## src/aso_consts.svh

```systemverilog
// timing counts, frame layout and reset levels of the serial output port
`ifndef ASO_CONSTS_SVH
`define ASO_CONSTS_SVH

`define ASO_CLK_NS         50
`define ASO_TCONV60_NS     133000000
`define ASO_TCONV50_NS     160000000
`define ASO_TDOUT_NS       1670000
`define ASO_SCK_DIV        8
`define ASO_FRAME_BITS     32
`define ASO_EXT_CONV_PER   20510
`define ASO_EXT_DOUT_PER   256
`define ASO_EXTOSC_MAX_NS  390625
`define ASO_BIT_EOC        31
`define ASO_BIT_LAST       5'h1F
`define ASO_INIT_WAIT      3'h5
`define ASO_PIN_IDLE_LVL   1'b1
`define ASO_CONV60_CYC     (`ASO_TCONV60_NS / `ASO_CLK_NS)
`define ASO_CONV50_CYC     (`ASO_TCONV50_NS / `ASO_CLK_NS)
`define ASO_OSC_CYC        (`ASO_TDOUT_NS / (`ASO_CLK_NS * `ASO_EXT_DOUT_PER))
`define ASO_EXTOSC_TO_CYC  ((`ASO_EXTOSC_MAX_NS + `ASO_CLK_NS - 1) / `ASO_CLK_NS)

`endif

```

## src/aso_pkg.sv

```systemverilog
// types of the serial output port
package aso_pkg;

    typedef enum logic [1:0] {
        ST_CONVERT,
        ST_SLEEP,
        ST_DOUT
    } aso_state_t;

    typedef struct packed {
        logic        channel_indicator;
        logic        result_sign;
        logic [23:0] value;
        logic [4:0]  subLsb;
    } aso_result_t;

endpackage

```

## src/aso_sync.sv

```systemverilog
// three-flop pin synchroniser with agreement filter
`timescale 1ns/1ps
`default_nettype none

module aso_sync #(
    parameter logic RESET_VAL = 1'b1
)(
    input  wire logic clk,
    input  wire logic srst,
    input  wire logic pinIn,
    output logic      level
);

    logic s1_ff;
    logic s2_ff;
    logic s3_ff;
    logic level_ff;
    logic nxt_level;

    // s1 is read only by s2
    always_comb
    begin
        nxt_level = level_ff;
        if (s2_ff == s3_ff)
        begin
            nxt_level = s2_ff;
        end
    end

    always_ff @(posedge clk)
    begin
        if (srst)
        begin
            s1_ff    <= RESET_VAL;
            s2_ff    <= RESET_VAL;
            s3_ff    <= RESET_VAL;
            level_ff <= RESET_VAL;
        end
        else
        begin
            s1_ff    <= pinIn;
            s2_ff    <= s1_ff;
            s3_ff    <= s2_ff;
            level_ff <= nxt_level;
        end
    end

    assign level = level_ff;

endmodule

`default_nettype wire

```

## src/aso_serial_port.sv

```systemverilog
// conversion-cycle control and serial result output of the converter
`timescale 1ns/1ps
`default_nettype none
`include "aso_consts.svh"

module aso_serial_port
    import aso_pkg::*;
#(
    parameter int unsigned CONV60_CYC    = `ASO_CONV60_CYC,
    parameter int unsigned CONV50_CYC    = `ASO_CONV50_CYC,
    parameter int unsigned EXT_CONV_PER  = `ASO_EXT_CONV_PER,
    parameter int unsigned EXTOSC_TO_CYC = `ASO_EXTOSC_TO_CYC
)(
    input  wire logic        clk,
    input  wire logic        srst,
    input  wire logic        csN,
    input  wire logic        sckIn,
    input  wire logic        rejection_freq_select,
    input  wire aso_result_t convResult,
    output logic             sckOut,
    output logic             sckOe,
    output logic             sdo,
    output logic             sdoOe,
    output logic             extSckMode,
    output logic             extOscMode
);

    localparam logic [15:0] OSC_CYC   = 16'(`ASO_OSC_CYC);
    localparam logic [1:0]  HALF_LAST = 2'(`ASO_SCK_DIV / 2 - 1);
    logic       csLvl;
    logic       sckLvl;
    logic       f0Lvl;
    aso_state_t state_ff;
    aso_state_t nxt_state;
    logic [31:0] convCnt_ff;
    logic [31:0] nxt_convCnt;
    logic [31:0] shift_ff;
    logic [31:0] nxt_shift;
    logic [4:0]  bitCnt_ff;
    logic [4:0]  nxt_bitCnt;
    logic [15:0] oscCnt_ff;
    logic [15:0] nxt_oscCnt;
    logic [31:0] oscTo_ff;
    logic [31:0] nxt_oscTo;
    logic        extOsc_ff;
    logic        nxt_extOsc;
    logic [2:0]  initCnt_ff;
    logic [2:0]  nxt_initCnt;
    logic        extMode_ff;
    logic        nxt_extMode;
    logic [1:0]  sckPh_ff;
    logic [1:0]  nxt_sckPh;
    logic        sckOut_ff;
    logic        nxt_sckOut;
    logic        sckOe_ff;
    logic        nxt_sckOe;
    logic        sdo_ff;
    logic        nxt_sdo;
    logic        sdoOe_ff;
    logic        nxt_sdoOe;
    logic        csPrev_ff;
    logic        sckPrev_ff;
    logic        f0Prev_ff;
    logic        csLow;
    logic        csFall;
    logic        csRise;
    logic        f0Rise;
    logic        convTick;
    logic        convInc;
    logic        convDone;
    logic [31:0] convTarget;
    logic        sckRun;
    logic        toggle;
    logic        sckRise;
    logic        sckFall;
    aso_sync #(.RESET_VAL(`ASO_PIN_IDLE_LVL)) uCsSync (
        .clk   (clk),
        .srst  (srst),
        .pinIn (csN),
        .level (csLvl)
    );
    // idle level high so a floating clock pin reads as internal mode
    aso_sync #(.RESET_VAL(`ASO_PIN_IDLE_LVL)) uSckSync (
        .clk   (clk),
        .srst  (srst),
        .pinIn (sckIn),
        .level (sckLvl)
    );
    aso_sync #(.RESET_VAL(1'b0)) uF0Sync (
        .clk   (clk),
        .srst  (srst),
        .pinIn (rejection_freq_select),
        .level (f0Lvl)
    );
    always_comb
    begin
        csLow  = !csLvl;
        csFall = csPrev_ff && !csLvl;
        csRise = !csPrev_ff && csLvl;
        f0Rise = f0Lvl && !f0Prev_ff;

        // external oscillator present while edges keep arriving
        nxt_extOsc = extOsc_ff;
        nxt_oscTo  = oscTo_ff;
        if (f0Lvl != f0Prev_ff)
        begin
            nxt_extOsc = 1'b1;
            nxt_oscTo  = 32'h0;
        end
        else if (oscTo_ff >= EXTOSC_TO_CYC - 1)
        begin
            nxt_extOsc = 1'b0;
        end
        else
        begin
            nxt_oscTo = oscTo_ff + 32'h1;
        end
        nxt_oscCnt = (oscCnt_ff >= OSC_CYC - 16'h1) ? 16'h0
                                                    : oscCnt_ff + 16'h1;
        convTick = extOsc_ff ? f0Rise : (oscCnt_ff >= OSC_CYC - 16'h1);
        // pin strap caught after sync settles, then at each select fall
        nxt_initCnt = initCnt_ff;
        nxt_extMode = extMode_ff;
        if (initCnt_ff != `ASO_INIT_WAIT)
        begin
            nxt_initCnt = initCnt_ff + 3'h1;
            if (initCnt_ff == `ASO_INIT_WAIT - 3'h1)
            begin
                nxt_extMode = !sckLvl;
            end
        end
        else if (csFall)
        begin
            nxt_extMode = !sckLvl;
        end

        // internal clock runs only outside convert with select low
        sckRun = !extMode_ff && csLow && (state_ff != ST_CONVERT);
        toggle = sckRun && convTick && (sckPh_ff == HALF_LAST);
        nxt_sckPh = sckRun ? (convTick ? sckPh_ff + 2'h1 : sckPh_ff) : 2'h0;
        nxt_sckOut = sckRun ? (toggle ? !sckOut_ff : sckOut_ff) : 1'b0;
        nxt_sckOe = !nxt_extMode && csLow;

        // pulses with select high never reach the shifter
        if (extMode_ff)
        begin
            sckRise = csLow && sckLvl && !sckPrev_ff;
            sckFall = csLow && !sckLvl && sckPrev_ff;
        end
        else
        begin
            sckRise = toggle && !sckOut_ff;
            sckFall = toggle && sckOut_ff;
        end

        convTarget = extOsc_ff ? EXT_CONV_PER
                               : (f0Lvl ? CONV50_CYC : CONV60_CYC);
        convInc  = extOsc_ff ? f0Rise : 1'b1;
        // compare as >= so a source change mid-conversion cannot hang it
        convDone = convInc && (convCnt_ff >= convTarget - 32'h1);

        nxt_state   = state_ff;
        nxt_convCnt = convCnt_ff;
        nxt_shift   = shift_ff;
        nxt_bitCnt  = bitCnt_ff;
        case (state_ff)
            ST_CONVERT:
            begin
                if (convDone)
                begin
                    nxt_state   = ST_SLEEP;
                    nxt_convCnt = 32'h0;
                    nxt_shift   = {1'b0, convResult};
                end
                else if (convInc)
                begin
                    nxt_convCnt = convCnt_ff + 32'h1;
                end
            end
            ST_SLEEP:
            begin
                if (csLow && sckRise)
                begin
                    nxt_state  = ST_DOUT;
                    nxt_bitCnt = 5'h0;
                end
            end
            ST_DOUT:
            begin
                if (csRise)
                begin
                    nxt_state   = ST_CONVERT;
                    nxt_convCnt = 32'h0;
                end
                else if (sckFall)
                begin
                    nxt_shift  = {shift_ff[30:0], 1'b0};
                    nxt_bitCnt = bitCnt_ff + 5'h1;
                    if (bitCnt_ff == `ASO_BIT_LAST)
                    begin
                        nxt_state   = ST_CONVERT;
                        nxt_convCnt = 32'h0;
                    end
                end
            end
            default:
            begin
                nxt_state = ST_CONVERT;
            end
        endcase

        // done flag is simply being in convert
        nxt_sdo = (nxt_state == ST_DOUT) ? nxt_shift[`ASO_BIT_EOC]
                                         : (nxt_state == ST_CONVERT);
        nxt_sdoOe = csLow;
    end

    always_ff @(posedge clk)
    begin
        if (srst)
        begin
            state_ff   <= ST_CONVERT;
            convCnt_ff <= 32'h0;
            shift_ff   <= 32'h0;
            bitCnt_ff  <= 5'h0;
            oscCnt_ff  <= 16'h0;
            oscTo_ff   <= 32'h0;
            extOsc_ff  <= 1'b0;
            initCnt_ff <= 3'h0;
            extMode_ff <= 1'b0;
            sckPh_ff   <= 2'h0;
            sckOut_ff  <= 1'b0;
            sckOe_ff   <= 1'b0;
            sdo_ff     <= 1'b1;
            sdoOe_ff   <= 1'b0;
            csPrev_ff  <= 1'b1;
            sckPrev_ff <= 1'b1;
            f0Prev_ff  <= 1'b0;
        end
        else
        begin
            state_ff   <= nxt_state;
            convCnt_ff <= nxt_convCnt;
            shift_ff   <= nxt_shift;
            bitCnt_ff  <= nxt_bitCnt;
            oscCnt_ff  <= nxt_oscCnt;
            oscTo_ff   <= nxt_oscTo;
            extOsc_ff  <= nxt_extOsc;
            initCnt_ff <= nxt_initCnt;
            extMode_ff <= nxt_extMode;
            sckPh_ff   <= nxt_sckPh;
            sckOut_ff  <= nxt_sckOut;
            sckOe_ff   <= nxt_sckOe;
            sdo_ff     <= nxt_sdo;
            sdoOe_ff   <= nxt_sdoOe;
            csPrev_ff  <= csLvl;
            sckPrev_ff <= sckLvl;
            f0Prev_ff  <= f0Lvl;
        end
    end

    assign sckOut     = sckOut_ff;
    assign sckOe      = sckOe_ff;
    assign sdo        = sdo_ff;
    assign sdoOe      = sdoOe_ff;
    assign extSckMode = extMode_ff;
    assign extOscMode = extOsc_ff;
endmodule

`default_nettype wire

```

## config.mk

```make
export PLATFORM = sky130hd
export DESIGN_NAME = aso_serial_port
export DESIGN_NICKNAME = d
export VERILOG_FILES = /design/src/aso_pkg.sv /design/src/aso_sync.sv /design/src/aso_serial_port.sv
export VERILOG_INCLUDE_DIRS = /design/src
export SDC_FILE = /design/constraint.sdc
export NUM_CORES = 1
export LEC_CHECK = 0
export BUFFER_PORTS_ARGS = -buffer_cell sky130_fd_sc_hd__buf_2
export CAP_MARGIN = 10
export CORE_MARGIN = 4
export CORE_UTILIZATION = 54
export DETAILED_ROUTE_END_ITERATION = 12
export PLACE_DENSITY = 0.75
export SLEW_MARGIN = 20
export SYNTH_ARGS = -nofsm -noshare
export SYNTH_HDL_FRONTEND = slang
export SYNTH_SLANG_ARGS = --single-unit
export TNS_END_PERCENT = 20
```

## constraint.sdc

```tcl
create_clock -name clk -period 3 [get_ports clk]
set_input_delay 0.15 -clock clk [delete_from_list [all_inputs] [get_ports clk]]
set_output_delay 0.15 -clock clk [all_outputs]
set_load 0.02 [all_outputs]
```

Word-level counts from Yosys, hierarchy flattened
Cells that the tools add are included.
{ "totals": {"ff_bits": 145, "latch_bits": 0, "ram_bits": 0, "mem_bits_ro": 0, "in_bits": 36, "n_memories": 0} }
{ "classes": {"add_sub_neg": 7, "mul": 0, "div": 0, "order_cmp": 3, "eq_ne": 18, "shifts": 0, "mux": 32, "bitwise": 1, "n_reduce_logical": 36} }
{ "ops": {"columns": ["cell", "n"], "rows": [
  ["two-way mux 32 bit", 8],
  ["one-hot mux 32 bit (2 select lines)", 2],
  ["adder 32 x 1 -> 32 bit (second input constant)", 2],
  ["greater-or-equal comparator 32 x 13 -> 1 bit (second input constant)", 1],
  ["greater-or-equal comparator 32 bit", 1],
  ["subtractor 22 x 1 -> 23 bit (second input constant)", 1],
  ["two-way mux 22 bit", 1],
  ["two-way mux 21 bit", 1],
  ["adder 16 x 1 -> 16 bit (second input constant)", 1],
  ["greater-or-equal comparator 16 x 8 -> 1 bit (second input constant)", 1],
  ["logical AND 1 bit", 16],
  ["two-way mux 5 bit", 3],
  ["inequality test 3 bit (second input constant)", 4],
  ["AND reduction 4 bit", 3],
  ["two-way mux 1 bit", 10],
  ["two-way mux 2 bit", 5],
  ["one-hot mux 5 bit (2 select lines)", 1],
  ["zero test 1 bit", 8],
  ["inequality test 2 bit (second input constant)", 4],
  ["nonzero test 2 bit", 4],
  ["== test 2 bit (second input constant)", 3],
  ["one-hot mux 2 bit (3 select lines)", 1],
  ["OR reduction 2 bit", 3],
  ["adder 5 x 1 -> 5 bit (second input constant)", 1],
  ["9 further kinds", 12]
]} }

Depth between registers and ports, before layout
Gate-level depths: netlist of run 1.
{ "logic_depth": {"ltp_word": 12, "depth_mapped": 10} }

Hierarchy
Synthesis of run 1 repeated with hierarchy kept, for this count alone.
{ "hier_totals": {"hier_cells": 699, "hier_area_um2": 6323.6} }
{ "by_module_without_submodules": {"columns": ["module", "instances", "cells_each", "area_per_inst_um2"], "rows": [
  ["aso_serial_port", 1, 669, 5970.7],
  ["aso_sync at uCsSync ...", 2, 10, 120.1],
  ["aso_sync at uF0Sync", 1, 10, 112.6]
]} }

Least setup slack after synthesis of run 1
No wires, ideal clock.
{ "synth_path": {"path_type": "reg-to-reg", "startpoint": "register extOsc_ff, in the netlist extOscMode", "endpoint": "register convCnt_ff[21]", "setup_time_ps": 130, "t_arrival_ps": 2864, "t_required_ps": 2870, "setup_slack_ps": 7, "stages_incl_launch_ff": 10, "cell_sequence": "dfxtp_1 -> or2_2 -> ha_1 -> nand3_1 -> or4_1 -> a2111oi_0 -> a2111oi_2 -> o31ai_2 -> buf_4 -> a21oi_1"} }
{ "synth_via": {"elab_chain_cells": 7, "word_cells_on_any_way": 15, "cone_classes": "add/sub: 1; order compare: 1; eq/ne: 2; mux: 6; reduce/logical: 5"} }
{ "synth_rtl": {"columns": ["element", "line", "source"], "rows": [
  ["start, declared", "aso_serial_port.sv:45", "logic extOsc_ff;"],
  ["start signal, assigned", "aso_serial_port.sv:248", "extOsc_ff <= nxt_extOsc;"],
  ["parallel branches: the longest is 7 deep, another holds greater-or-equal comparator 32 bit", null, null],
  ["end signal, assigned", "aso_serial_port.sv:243", "convCnt_ff <= nxt_convCnt;"],
  ["end, declared", "aso_serial_port.sv:35", "logic [31:0] convCnt_ff;"]
]} }
Parallel ways; which one is timed is not known.
A chain may end at the register's enable or synchronous reset.

Worst setup path after layout of run 1
{ "layout_path": {"startpoint": "register uF0Sync.level_ff, in the netlist uF0Sync.level", "endpoint": "register convCnt_ff[30]"} }
{ "layout_via": {"elab_chain_cells": 8, "word_cells_on_any_way": 17, "cone_classes": "add/sub: 1; order compare: 1; eq/ne: 2; mux: 7; reduce/logical: 6"} }
{ "layout_rtl": {"columns": ["element", "line", "source"], "rows": [
  ["start, declared", "aso_sync.sv:17", "logic level_ff;"],
  ["start signal, assigned", "aso_sync.sv:44", "level_ff <= nxt_level;"],
  ["parallel branches: the longest is 8 deep, another holds greater-or-equal comparator 32 bit", null, null]
]} }
Parallel ways; which one is timed is not known.

==> summary.md, run 1 <==
| Metric | Value |
|---|---|
| Outcome | finished clean |
| Global route overflow | 0 |
| Worst Max-Slew Pin Slew | between 0.9 and 1 ns |
| Number of distinct library cells after synthesis | 57 |
| Master cell of the clock root buffer | sky130_fd_sc_hd__clkbuf_16 |
| Total Wirelength | ~15000 um |
| Initial Util | ~56% |
| Layout cells sized above 1 | about 14% |
| Via-to-Cell Ratio | about 6 |
| Number of diodes | 0 |
| Detailed Routing Iterations Pass 1 | 6 |
| Master of the slowest instance on the critical path | sky130_fd_sc_hd__or4_4 |
| Final Skew | about 0.020 ns |
| Total power after layout | 4.23 mW |
| Full die area | around 14000 um^2 |
| Insertion delay to the later sink of the worst-skew pair | 0.44 ns |
| Area grow syn2layout | 19.8% |
| Cell Chain, Critical Path | or2_2, ha_1, nand3_1, or4_4, a2111oi_2, buf_4, a2111oi_4, o31ai_4, buf_12, a21oi_1 |
| Number of antenna-violating nets in the routed design | 0 |
| Cell with the most instances after synthesis | sky130_fd_sc_hd__dfxtp_1 |
| Number of CTS-inserted buffers | 17 |
| Fillcell total | approximately 950 |
| Data arrival, critical path | between 3 and 4 ns |
| Total count of hold-check failures in the final report | 0 |
| Cell Rows | 39 |
| Vias after detailed routing | approximately 5800 |
| Top cells by area, synth | sky130_fd_sc_hd__dfxtp_1, sky130_fd_sc_hd__a21oi_1, sky130_fd_sc_hd__nand3_1, sky130_fd_sc_hd__ha_1, sky130_fd_sc_hd__a22oi_1 |
| Count of H-tree levels built during CTS | 4 |
| Number of max-capacitance violations reported | 0 |
| Worst Setup Path Type | reg2reg |
| Fin. max-slew vios | 0 |
| Top-area cell type share of the netlist area | roughly 45% |
| Setup repair after global routing missed its margin | false |
| Upper clock frequency limit | 353 MHz |
| Clock-pin slew on the worst setup and hold paths | 0.06 ns |
| Hold/Removal Path Class | in2reg |
| Post-Syn Instances | between 700 and 800 |
| Number of flops mapped to enable cells by yosys | 0 |
| Period utilization | a little over nine tenths |
| Min setup slack post-route | approximately 0.17 ns |
| DPL Wire Length | ~10000 um |
| Main synth FF type | sky130_fd_sc_hd__dfxtp_1 |
| Critical path required time | ~3.3 ns |
| DR iter-0 viols | between 500 and 600 |
| Most numerous cell types in the synthesized netlist | sky130_fd_sc_hd__dfxtp_1, sky130_fd_sc_hd__a21oi_1, sky130_fd_sc_hd__nand3_1 |
| Global-route wire length before repair | around 26000 um |
| Via count of the first global-routing pass | approximately 5500 |
| Chip height | roughly 120 um |
| Category of the worst setup path capture point | register |
| Final standard cell utilization of the core | 66.9% |
| Horiz. Die Dim | ~120 um |
| Mean instance size in the synthesized netlist | 8.74 um^2 |
| Pwr/cell area | between 500 and 600 nW/um^2 |
| Final period demand of the worst path | roughly 2.8 ns |
| Area of the mapped netlist | 6460 um^2 |
| Number of port buffers | 41 |
| Core area | between 10000 and 15000 um^2 |
| Count of warnings emitted by yosys | 0 |
| Relative max-transition margin | between 30% and 40% |
| Number of antenna violations at the first check in global routing | 0 |
| Cell type with the largest total area after synthesis | sky130_fd_sc_hd__dfxtp_1 |
| Largest net degree at the start of global routing | 38 |
| Share of flip-flops with an asynchronous set or reset | 0% |
| Leakage power summed over all cells | between 2 and 3 nW |
| # DRC | 0 |
| Startpoint types | register |
| Worst VDD drop | slightly above 0.0005 V |
| Net count reported at finish | around 870 |
| Number of buffers between clock root and the deepest sink | 2 |
| Summed negative setup slack over all endpoints | 0 ns |
| Routability-driven placement congestion ratio | approximately 0.89 |
| IO Count | between 40 and 50 |
| Wire length per cell after detailed routing | between 15 and 20 um |
| Largest fanout on the critical path | 20 |
| Num Clock Sinks | about 150 |
| Share of the yosys chip area belonging to registers | between 40% and 50% |
| Worst Setup Slack post-DPL | between 0.05 and 0.06 ns |
| Highest cell delay on the worst timing path | 0.52 ns |
| Clock tree from TritonCTS | built |
| FF+latch count, synth | 145 |
| GRT Resource Usage Total | a little under a quarter |
| Final setup fails | 0 |
-- what timing repair did --
action                                  in CTS  in global routing
buffers inserted                             0                  1
hold endpoints to repair                    16                  0
gates resized for setup                      0                  6
hold buffers                                16                  0
endpoints found under the setup margin       0                 31
-- area by class of cell --
class	instances	area (um^2)	area share, %
multi-input combinational	544	3390	43.9
sequential	145	2900	37.5
timing repair buffer	78	573	7.41
clock buffer	19	453	5.86
tap	143	179	2.31
clock inverter	13	146	1.89
inverter	23	86.3	1.12
-- final timing paths --
check / startpoint / endpoint / slack (ns) / cells past startpoint
worst max-delay path: uF0Sync.level / convCnt_ff[30] / 0.17 / 10
worst min-delay path: convResult[8] / shift_ff[8] / 0.003 / 3
worst max register to register: uF0Sync.level / convCnt_ff[30] / 0.17 / 10
worst min register to register: uSckSync.s1_ff / uSckSync.s2_ff / 0.41 / 1
-- flip-flops by register name, summed over array words and instances, names as in the netlist, 2 cells and up --
signal	cells
oscTo_ff	32
shift_ff	32
state_ff	2
initCnt_ff	3
sckPh_ff	2
oscCnt_ff	16
convCnt_ff	32
bitCnt_ff	5
-- routing by layer --
layer,wire [um],up-vias,track usage (%)
met2,7400,212,36.8
met3,952,44,5.53
met1,6650,2721,28.4
li1,-,2840,-
met5,0,-,0
met4,388,0,11.4
-- stage by stage --
stage | hold WS, ns | instance area, um^2 | std cells
after floorplan | 0.254 | 6490 | 747
after global placement | 0.344 | 6930 | 916
after detailed placement | 0.343 | 6930 | 916
after CTS | 0.00180 | 7680 | 964
after global routing | 0.000783 | 7730 | 965
final | 0.00286 | 7730 | 965
-- critical path: cells and delay by family (launching register included) --
kind                       cells  cell delay [ns]
DFF                            1             0.32
AOI/OAI and AO/OA              4             0.73
adders and majority gates      1             0.29
and+or+nand+nor                3             0.97
buffers and inverters          2             0.38
-- power breakdown --
part / leakage, nW / switching, mW / total [mW] / internal (mW)
Combinational: 1.43 / 0.0720 / 0.136 / 0.0638
Clock: 0.291 / 0.851 / 2.13 / 1.28
Sequential: 1.17 / 0.0156 / 1.96 / 1.95
-- layout by cell type (no fill, tap or decap), types with 15 or more instances in the layout --
master and instances:
sky130_fd_sc_hd__or3_1 27, sky130_fd_sc_hd__dfxtp_1 145, sky130_fd_sc_hd__nor3_1 15, sky130_fd_sc_hd__o21ai_0 28
sky130_fd_sc_hd__nand2_1 36, sky130_fd_sc_hd__a21oi_1 82, sky130_fd_sc_hd__nor2_1 43, sky130_fd_sc_hd__and2_1 26
sky130_fd_sc_hd__nand3_1 71, sky130_fd_sc_hd__nand4_1 21, sky130_fd_sc_hd__a22oi_1 30, sky130_fd_sc_hd__clkbuf_16 17
sky130_fd_sc_hd__inv_1 23, sky130_fd_sc_hd__ha_1 27, sky130_fd_sc_hd__buf_4 17, sky130_fd_sc_hd__buf_2 41
sky130_fd_sc_hd__dlygate4sd3_1 16
-- cells by family (layout without fill, tap and decap cells) --
kind of cell,Yosys count,in the layout,synth area share (%)
buffers and inverters,58,133,3.72
flip-flops,145,145,44.9
adder cells (fa/ha/maj),27,27,5.23
AO/OA/AOI/OAI,185,185,18.3
AND/OR/NAND/NOR,306,306,25.5
XOR/XNOR,15,15,2.03
other,2,10,0.116
multiplexers,1,1,0.155
Note: power is estimated with default switching activity, not from simulation.
==> run 2, diff against run 1 <==
--- a/config.mk
+++ b/config.mk
@@ -10,8 +10,10 @@
 export CAP_MARGIN = 10
 export CORE_MARGIN = 4
 export CORE_UTILIZATION = 54
+export CTS_CLUSTER_SIZE = 12
 export DETAILED_ROUTE_END_ITERATION = 12
 export PLACE_DENSITY = 0.75
+export RECOVER_POWER = 25
 export SLEW_MARGIN = 20
 export SYNTH_ARGS = -nofsm -noshare
 export SYNTH_HDL_FRONTEND = slang
==> summary.md, run 2 (synthesized netlist as in run 1, its figures left out) <==
| Metric | Value |
|---|---|
| Hold/Removal Path Class | in2reg (unchanged) |
| Number of non-filler instances in the completed layout | 965 (unchanged) |
| Chip height | 117 um (unchanged) |
| Leakage power summed over all cells | 2.87 nW (was 2.89 nW) |
| Count of H-tree levels built during CTS | 4 (unchanged) |
| Fin. max-slew vios | 0 (unchanged) |
| Sequential group share of total power | 46.5% (was 46.4%) |
| Clock-pin slew on the worst setup and hold paths | 0.06 ns (about the same) |
| Switching share of power | 22.1% (was 22.2%) |
| Worst Max-Slew Pin Slew | 0.949 ns (was 0.908 ns) |
| Full die area | 13800 um^2 (unchanged) |
| Fillcell total | 954 (was 946) |
| Summed negative setup slack over all endpoints | 0 ns (unchanged) |
| Layout cells sized above 1 | 13.5% (was 14.5%) |
| Most frequent standard cell in the layout excluding fill and tap cells | sky130_fd_sc_hd__dfxtp_1 (unchanged) |
| Worst VDD drop | 0.000510 V (about the same) |
| Pwr/cell area | 547 nW/um^2 (about the same) |
| Startpoint types | register (unchanged) |
| Via-to-Cell Ratio | 6.00 (was 6.03) |
| Data arrival, critical path | 3.12 ns (was 3.14 ns) |
| Master of the slowest instance on the critical path | sky130_fd_sc_hd__or4_4 (unchanged) |
| Total count of hold-check failures in the final report | 0 (unchanged) |
| Global-route wire length before repair | 26000 um (unchanged) |
| Largest net degree at the start of global routing | 38 (unchanged) |
| IO Count | 42 (unchanged) |
| Number of instances in the placed design | 916 (unchanged) |
| Cell Chain, Critical Path | or2_2, ha_1, nand3_1, or4_4, a2111oi_2, buf_4, a2111oi_4, o31ai_4, buf_12, a21oi_1 (unchanged) |
| Master cell of the clock root buffer | sky130_fd_sc_hd__clkbuf_16 (unchanged) |
| Period utilization | 93.9% (was 94.5%) |
| Total Wirelength | 15400 um (about the same) |
| Cell Rows | 39 (unchanged) |
| Setup repair after global routing missed its margin | false (unchanged) |
| Horiz. Die Dim | 117 um (unchanged) |
| Clock share of power | 50.3% (was 50.4%) |
| Number of buffers between clock root and the deepest sink | 2 (unchanged) |
| DR iter-0 viols | 533 (was 511) |
| Power spent charging and discharging nets | 934 uW (was 938 uW) |
| Highest cell delay on the worst timing path | 0.52 ns (about the same) |
| GRT Resource Usage Total | 22.7% (unchanged) |
| Relative max-transition margin | 36.8% (was 39.4%) |
| Final setup fails | 0 (unchanged) |
| Number of CTS-inserted buffers | 17 (unchanged) |
| Category of the worst setup path capture point | register (unchanged) |
| Cell internal pwr | 3.29 mW (about the same) |
| DPL Wire Length | 10000 um (unchanged) |
| Insertion delay to the later sink of the worst-skew pair | 0.43 ns (was 0.44 ns) |
| Routability-driven placement congestion ratio | 0.894 (unchanged) |
| Num Clock Sinks | 145 (unchanged) |
| Global route overflow | 0 (unchanged) |
| Most frequent cells in the layout | sky130_fd_sc_hd__dfxtp_1, sky130_fd_sc_hd__a21oi_1, sky130_fd_sc_hd__nand3_1, sky130_fd_sc_hd__nor2_1, sky130_fd_sc_hd__nand2_1 (was sky130_fd_sc_hd__dfxtp_1, sky130_fd_sc_hd__a21oi_1, sky130_fd_sc_hd__nand3_1, sky130_fd_sc_hd__nor2_1, sky130_fd_sc_hd__buf_2) |
| Wire length per cell after detailed routing | 15.9 um (was 16.0 um) |
| Worst Setup Path Type | reg2reg (unchanged) |
| Final period demand of the worst path | 2.82 ns (was 2.83 ns) |
| Outcome | finished clean (unchanged) |
| Initial Util | 55.8% (unchanged) |
| Number of antenna-violating nets in the routed design | 0 (unchanged) |
| Worst hold slack | 0.00631 ns (was 0.00286 ns) |
| Detailed Routing Iterations Pass 1 | 6 (unchanged) |
| Via count of the first global-routing pass | 5529 (unchanged) |
| Core area | 11600 um^2 (unchanged) |
| Number of antenna violations at the first check in global routing | 0 (unchanged) |
| Clock tree from TritonCTS | built (unchanged) |
| Number of max-capacitance violations reported | 0 (unchanged) |
| Number of port buffers | 41 (unchanged) |
| Upper clock frequency limit | 355 MHz (was 353 MHz) |
| # DRC | 0 (unchanged) |
| Final Skew | 0.0175 ns (was 0.0202 ns) |
| Net count reported at finish | 872 (unchanged) |
| Largest registers | convCnt_ff (32), oscTo_ff (32), shift_ff (32) (unchanged) |
| Vias after detailed routing | 5794 (was 5817) |
| Combinational fraction of design power | 3.2% (about the same) |
| Number of diodes | 0 (unchanged) |
| Area grow syn2layout | 19.5% (was 19.8%) |
| Critical path required time | 3.30 ns (about the same) |
| Largest fanout on the critical path | 20 (unchanged) |
-- run 2: changes by cell type in the layout (fill, tap and decap cells not counted) --
| cell | delta |
|---|---|
| sky130_fd_sc_hd__and2_0 | +1 |
| sky130_fd_sc_hd__and2_1 | -1 |
| sky130_fd_sc_hd__buf_4 | -2 |
| sky130_fd_sc_hd__clkbuf_1 | +8 |
| sky130_fd_sc_hd__buf_2 | -6 |
-- run 2: worst paths after layout --
path              slack [ns]  cells past startpoint        endpoint      startpoint
setup reg to reg        0.18                     10  convCnt_ff[24]   uF0Sync.level
hold reg to reg         0.41                      1  uSckSync.s2_ff  uSckSync.s1_ff
setup / recovery        0.18                     10  convCnt_ff[24]   uF0Sync.level
hold / removal         0.006                      3     shift_ff[8]   convResult[8]
-- run 2: power groups by stage --
stage / clock network, mW / registers (mW) / logic (mW)
after floorplan: 0 / 2.00 / 0.0700
final: 2.13 / 1.96 / 0.135
after global placement: 0 / 2.00 / 0.111
after detailed placement: 0 / 2.01 / 0.116
after global routing: 2.25 / 1.97 / 0.152
after CTS: 2.16 / 1.96 / 0.133
-- run 2: per-layer routing --
| layer | GRT usage, % | part of all wire (%) |
|---|---|---|
| met5 | 0 | 0 |
| met4 | 11.4 | 2.6 |
| met3 | 5.53 | 5.7 |
| met2 | 36.8 | 48 |
| met1 | 28.4 | 44 |
-- run 2: through the flow --
stage | setup WS (ns) | total power [mW] | util [%] | area [um^2]
after floorplan | 0.00652 | 2.07 | - | 6490
after global placement | 0.205 | 2.12 | 59.9 | 6930
after detailed placement | 0.0585 | 2.12 | 59.9 | 6930
after CTS | 0.0489 | 4.26 | 66.5 | 7680
after global routing | 0.0310 | 4.37 | 66.8 | 7720
final | 0.182 | 4.22 | 66.8 | 7720
-- run 2: cell type report --
class | count | area (um^2) | area share [%]
clock buffer | 19 | 453 | 5.87
multi-input combinational | 544 | 3390 | 44.0
clock inverter | 13 | 146 | 1.90
tap | 143 | 179 | 2.32
sequential | 145 | 2900 | 37.6
inverter | 23 | 86.3 | 1.12
timing repair buffer | 78 | 558 | 7.23
-- run 2: timing repair --
action | CTS | global route
endpoints found under the setup margin | 0 | 31
hold buffers | 16 | 0
hold endpoints to repair | 16 | 0
gates resized for setup | 0 | 6
buffers inserted | 0 | 1
-- run 2: critical path: cells and delay by family (launching register included) --
family	cells	cell delay [ns]
compound gates	4	0.73
fa+ha+maj	1	0.29
buf+inv	2	0.38
flops	1	0.32
simple gates	3	0.97
==> run 3, diff against run 2 <==
--- a/config.mk
+++ b/config.mk
@@ -6,13 +6,13 @@
 export SDC_FILE = /design/constraint.sdc
 export NUM_CORES = 1
 export LEC_CHECK = 0
-export BUFFER_PORTS_ARGS = -buffer_cell sky130_fd_sc_hd__buf_2
 export CAP_MARGIN = 10
 export CORE_MARGIN = 4
-export CORE_UTILIZATION = 54
+export CORE_UTILIZATION = 57
 export CTS_CLUSTER_SIZE = 12
 export DETAILED_ROUTE_END_ITERATION = 12
-export PLACE_DENSITY = 0.75
+export DONT_BUFFER_PORTS = 1
+export PLACE_DENSITY_LB_ADDON = 0.1
 export RECOVER_POWER = 25
 export SLEW_MARGIN = 20
 export SYNTH_ARGS = -nofsm -noshare
==> summary.md, run 3 (synthesized netlist as in run 1, its figures left out) <==
| Metric | Value |
|---|---|
| Via count of the first global-routing pass | 5497 (was 5529) |
| Launch point of the worst hold path | srst (was convResult[8]) |
| Upper clock frequency limit | 347 MHz (was 355 MHz) |
| # DRC | 0 (unchanged) |
| Reg2Reg Depth | 10 (unchanged) |
| Design Area, Final | 7780 um^2 (was 7720 um^2) |
| Final Skew | 0.00931 ns (was 0.0175 ns) |
| Chip height | 114 um (was 117 um) |
| Layout cells sized above 1 | 9.25% (was 13.5%) |
| Master of the slowest instance on the critical path | sky130_fd_sc_hd__or4_1 (was sky130_fd_sc_hd__or4_4) |
| GRT Resource Usage Total | 24.4% (was 22.7%) |
| Global route overflow | 0 (unchanged) |
| Number of port buffers | 0 (was 41) |
| Destination of the worst register-to-register timing path | convCnt_ff[24] (unchanged) |
| DPL Wire Length | 9720 um (was 10000 um) |
| Net count reported at finish | 850 (was 872) |
| Launching point of the worst reg2reg path | uF0Sync.level (unchanged) |
| Number of antenna violations at the first check in global routing | 0 (unchanged) |
| Via-to-Cell Ratio | 6.12 (was 6.00) |
| Clock-pin slew on the worst setup and hold paths | 0.06 ns (about the same) |
| Number of CTS-inserted buffers | 17 (unchanged) |
| Count of H-tree levels built during CTS | 4 (unchanged) |
| Area occupied by multi-input gates | 3380 um^2 (was 3390 um^2) |
| Final period demand of the worst path | 2.88 ns (was 2.82 ns) |
| Largest fanout on the critical path | 15 (was 20) |
| Total power after layout | 4.45 mW (was 4.22 mW) |
| Period utilization | 96.0% (was 93.9%) |
| Cell Rows | 38 (was 39) |
| DR iter-0 viols | 546 (was 533) |
| Sequential Area | 2900 um^2 (unchanged) |
| Num Clock Sinks | 145 (unchanged) |
| Master cell of the clock root buffer | sky130_fd_sc_hd__clkbuf_16 (unchanged) |
| Number of buffers between clock root and the deepest sink | 2 (unchanged) |
| Core area | 11000 um^2 (was 11600 um^2) |
| Insertion delay to the later sink of the worst-skew pair | 0.42 ns (was 0.43 ns) |
| Largest net degree at the start of global routing | 61 (was 38) |
| Critical path launch point | uF0Sync.level (unchanged) |
| Wire length per cell after detailed routing | 16.4 um (was 15.9 um) |
| Wire length on met2 | 7340 um (was 7370 um) |
| Placed Instance Area | 6720 um^2 (was 6930 um^2) |
| Final setup fails | 0 (unchanged) |
| Clock tree from TritonCTS | built (unchanged) |
| Outcome | finished clean (unchanged) |
| Worst Max-Slew Pin Slew | 0.890 ns (was 0.949 ns) |
| Cell Chain, Critical Path | or2_2, ha_1, nand3_1, or4_1, a2111oi_1, buf_4, a2111oi_4, o31ai_2, buf_6, a21oi_1 (was or2_2, ha_1, nand3_1, or4_4, a2111oi_2, buf_4, a2111oi_4, o31ai_4, buf_12, a21oi_1) |
| Highest cell delay on the worst timing path | 0.53 ns (was 0.52 ns) |
| Largest registers | convCnt_ff (32), oscTo_ff (32), shift_ff (32) (unchanged) |
| Number of diodes | 0 (unchanged) |
| Initial Util | 58.8% (was 55.8%) |
| Summed negative setup slack over all endpoints | 0 ns (unchanged) |
| Routed metal-1 wire length | 6750 um (was 6720 um) |
| Number of max-capacitance violations reported | 0 (unchanged) |
| Total Wirelength | 15400 um (about the same) |
| R2r setup slk | 0.12 ns (was 0.18 ns) |
| Detailed Routing Iterations Pass 1 | 5 (was 6) |
| Met3 WL post-DR | 1050 um (was 882 um) |
| Full die area | 13100 um^2 (was 13800 um^2) |
| Pwr/cell area | 572 nW/um^2 (was 547 nW/um^2) |
| Number of antenna-violating nets in the routed design | 0 (unchanged) |
| Area grow syn2layout | 20.5% (was 19.5%) |
| Total count of hold-check failures in the final report | 0 (unchanged) |
| Fillcell total | 836 (was 954) |
| Final standard cell utilization of the core | 70.8% (was 66.8%) |
| Relative max-transition margin | 40.6% (was 36.8%) |
| Hold/Removal Path Class | in2reg (unchanged) |
| Worst Setup Path Type | reg2reg (unchanged) |
| Most frequent cells in the layout | sky130_fd_sc_hd__dfxtp_1, sky130_fd_sc_hd__a21oi_1, sky130_fd_sc_hd__nand3_1, sky130_fd_sc_hd__nor2_1, sky130_fd_sc_hd__nand2_1 (unchanged) |
| Crit path to | convCnt_ff[24] (unchanged) |
| Leakage power summed over all cells | 2.84 nW (was 2.87 nW) |
| Fin. max-slew vios | 0 (unchanged) |
| Category of the worst setup path capture point | register (unchanged) |
| Most frequent standard cell in the layout excluding fill and tap cells | sky130_fd_sc_hd__dfxtp_1 (unchanged) |
| Routability-driven placement congestion ratio | 0.945 (was 0.894) |
| Startpoint types | register (unchanged) |
| IO Count | 42 (unchanged) |
| Setup repair after global routing missed its margin | false (unchanged) |
| Global-route wire length before repair | 26000 um (unchanged) |
| Worst VDD drop | 0.000483 V (was 0.000510 V) |
| Vias after detailed routing | 5755 (was 5794) |
| Top Layer Used | met4 (unchanged) |
| Horiz. Die Dim | 114 um (was 117 um) |
| Data arrival, critical path | 3.18 ns (was 3.12 ns) |
| Critical path required time | 3.30 ns (about the same) |
run 3: changes by cell type in the layout (fill, tap and decap cells not counted), moves of 2 or more:
cell,before,now
sky130_fd_sc_hd__dlygate4sd3_1,16,34
sky130_fd_sc_hd__clkbuf_1,8,3
sky130_fd_sc_hd__buf_2,35,0
sky130_fd_sc_hd__bufinv_16,2,5
sky130_fd_sc_hd__inv_6,5,0
sky130_fd_sc_hd__clkbuf_8,2,4
run 3: stage by stage:
| stage | std cells | setup slack [ns] | hold slack [ns] |
|---|---|---|---|
| floorplan | 747 | 0.00652 | 0.254 |
| global placement | 872 | 0.159 | 0.225 |
| detailed placement | 872 | 0.124 | 0.227 |
| CTS | 939 | 0.0963 | 0.0508 |
| global route | 940 | 0.00185 | 0.0583 |
| finish | 940 | 0.120 | 0.0660 |
run 3: worst min path at each step:
| stage | cells past startpoint | endpoint |
|---|---|---|
| 2_1_floorplan | 1 | uCsSync.s1_ff |
| 3_3_place_gp | 1 | shift_ff[26] |
| 3_5_place_dp | 1 | shift_ff[26] |
| 4_1_cts | 2 | extSckMode |
| 5_1_grt | 2 | extSckMode |
| 6_report | 2 | bitCnt_ff[0] |
run 3: power breakdown:
group | leakage [nW] | switching [mW] | internal (mW)
sequential | 1.17 | 0.0169 | 1.95
clock | 0.323 | 0.792 | 1.56
combinational | 1.34 | 0.0677 | 0.0648
run 3: area by class of cell:
cell class / instances / share of cell area, %
multi-input cells: 544 / 43.4
clock buffers: 23 / 6.27
repair buffers: 56 / 7.40
flip-flops and latches: 145 / 37.3
well taps: 140 / 2.25
inverters: 23 / 1.11
clock inverters: 9 / 2.27
run 3: routing by layer:
metal	global-route usage, %	up-vias
met5	0	-
met4	8.31	0
met3	6.98	33
met2	39.2	220
met1	31.6	2714
li1	-	2788
run 3: worst max-delay path: cells and delay by family, from the launching register on:
| kind | cells | cell delay, ns |
|---|---|---|
| compound gates | 4 | 0.77 |
| fa+ha+maj | 1 | 0.28 |
| buf+inv | 2 | 0.41 |
| flops | 1 | 0.32 |
| simple gates | 3 | 0.97 |
run 3: timing repair:
item                                    4_1_cts  5_1_grt
buffers inserted                              0        1
endpoints found under the setup margin        0       33
gates resized for setup                       0        4
hold buffers                                 35        0
hold endpoints to repair                     65        0
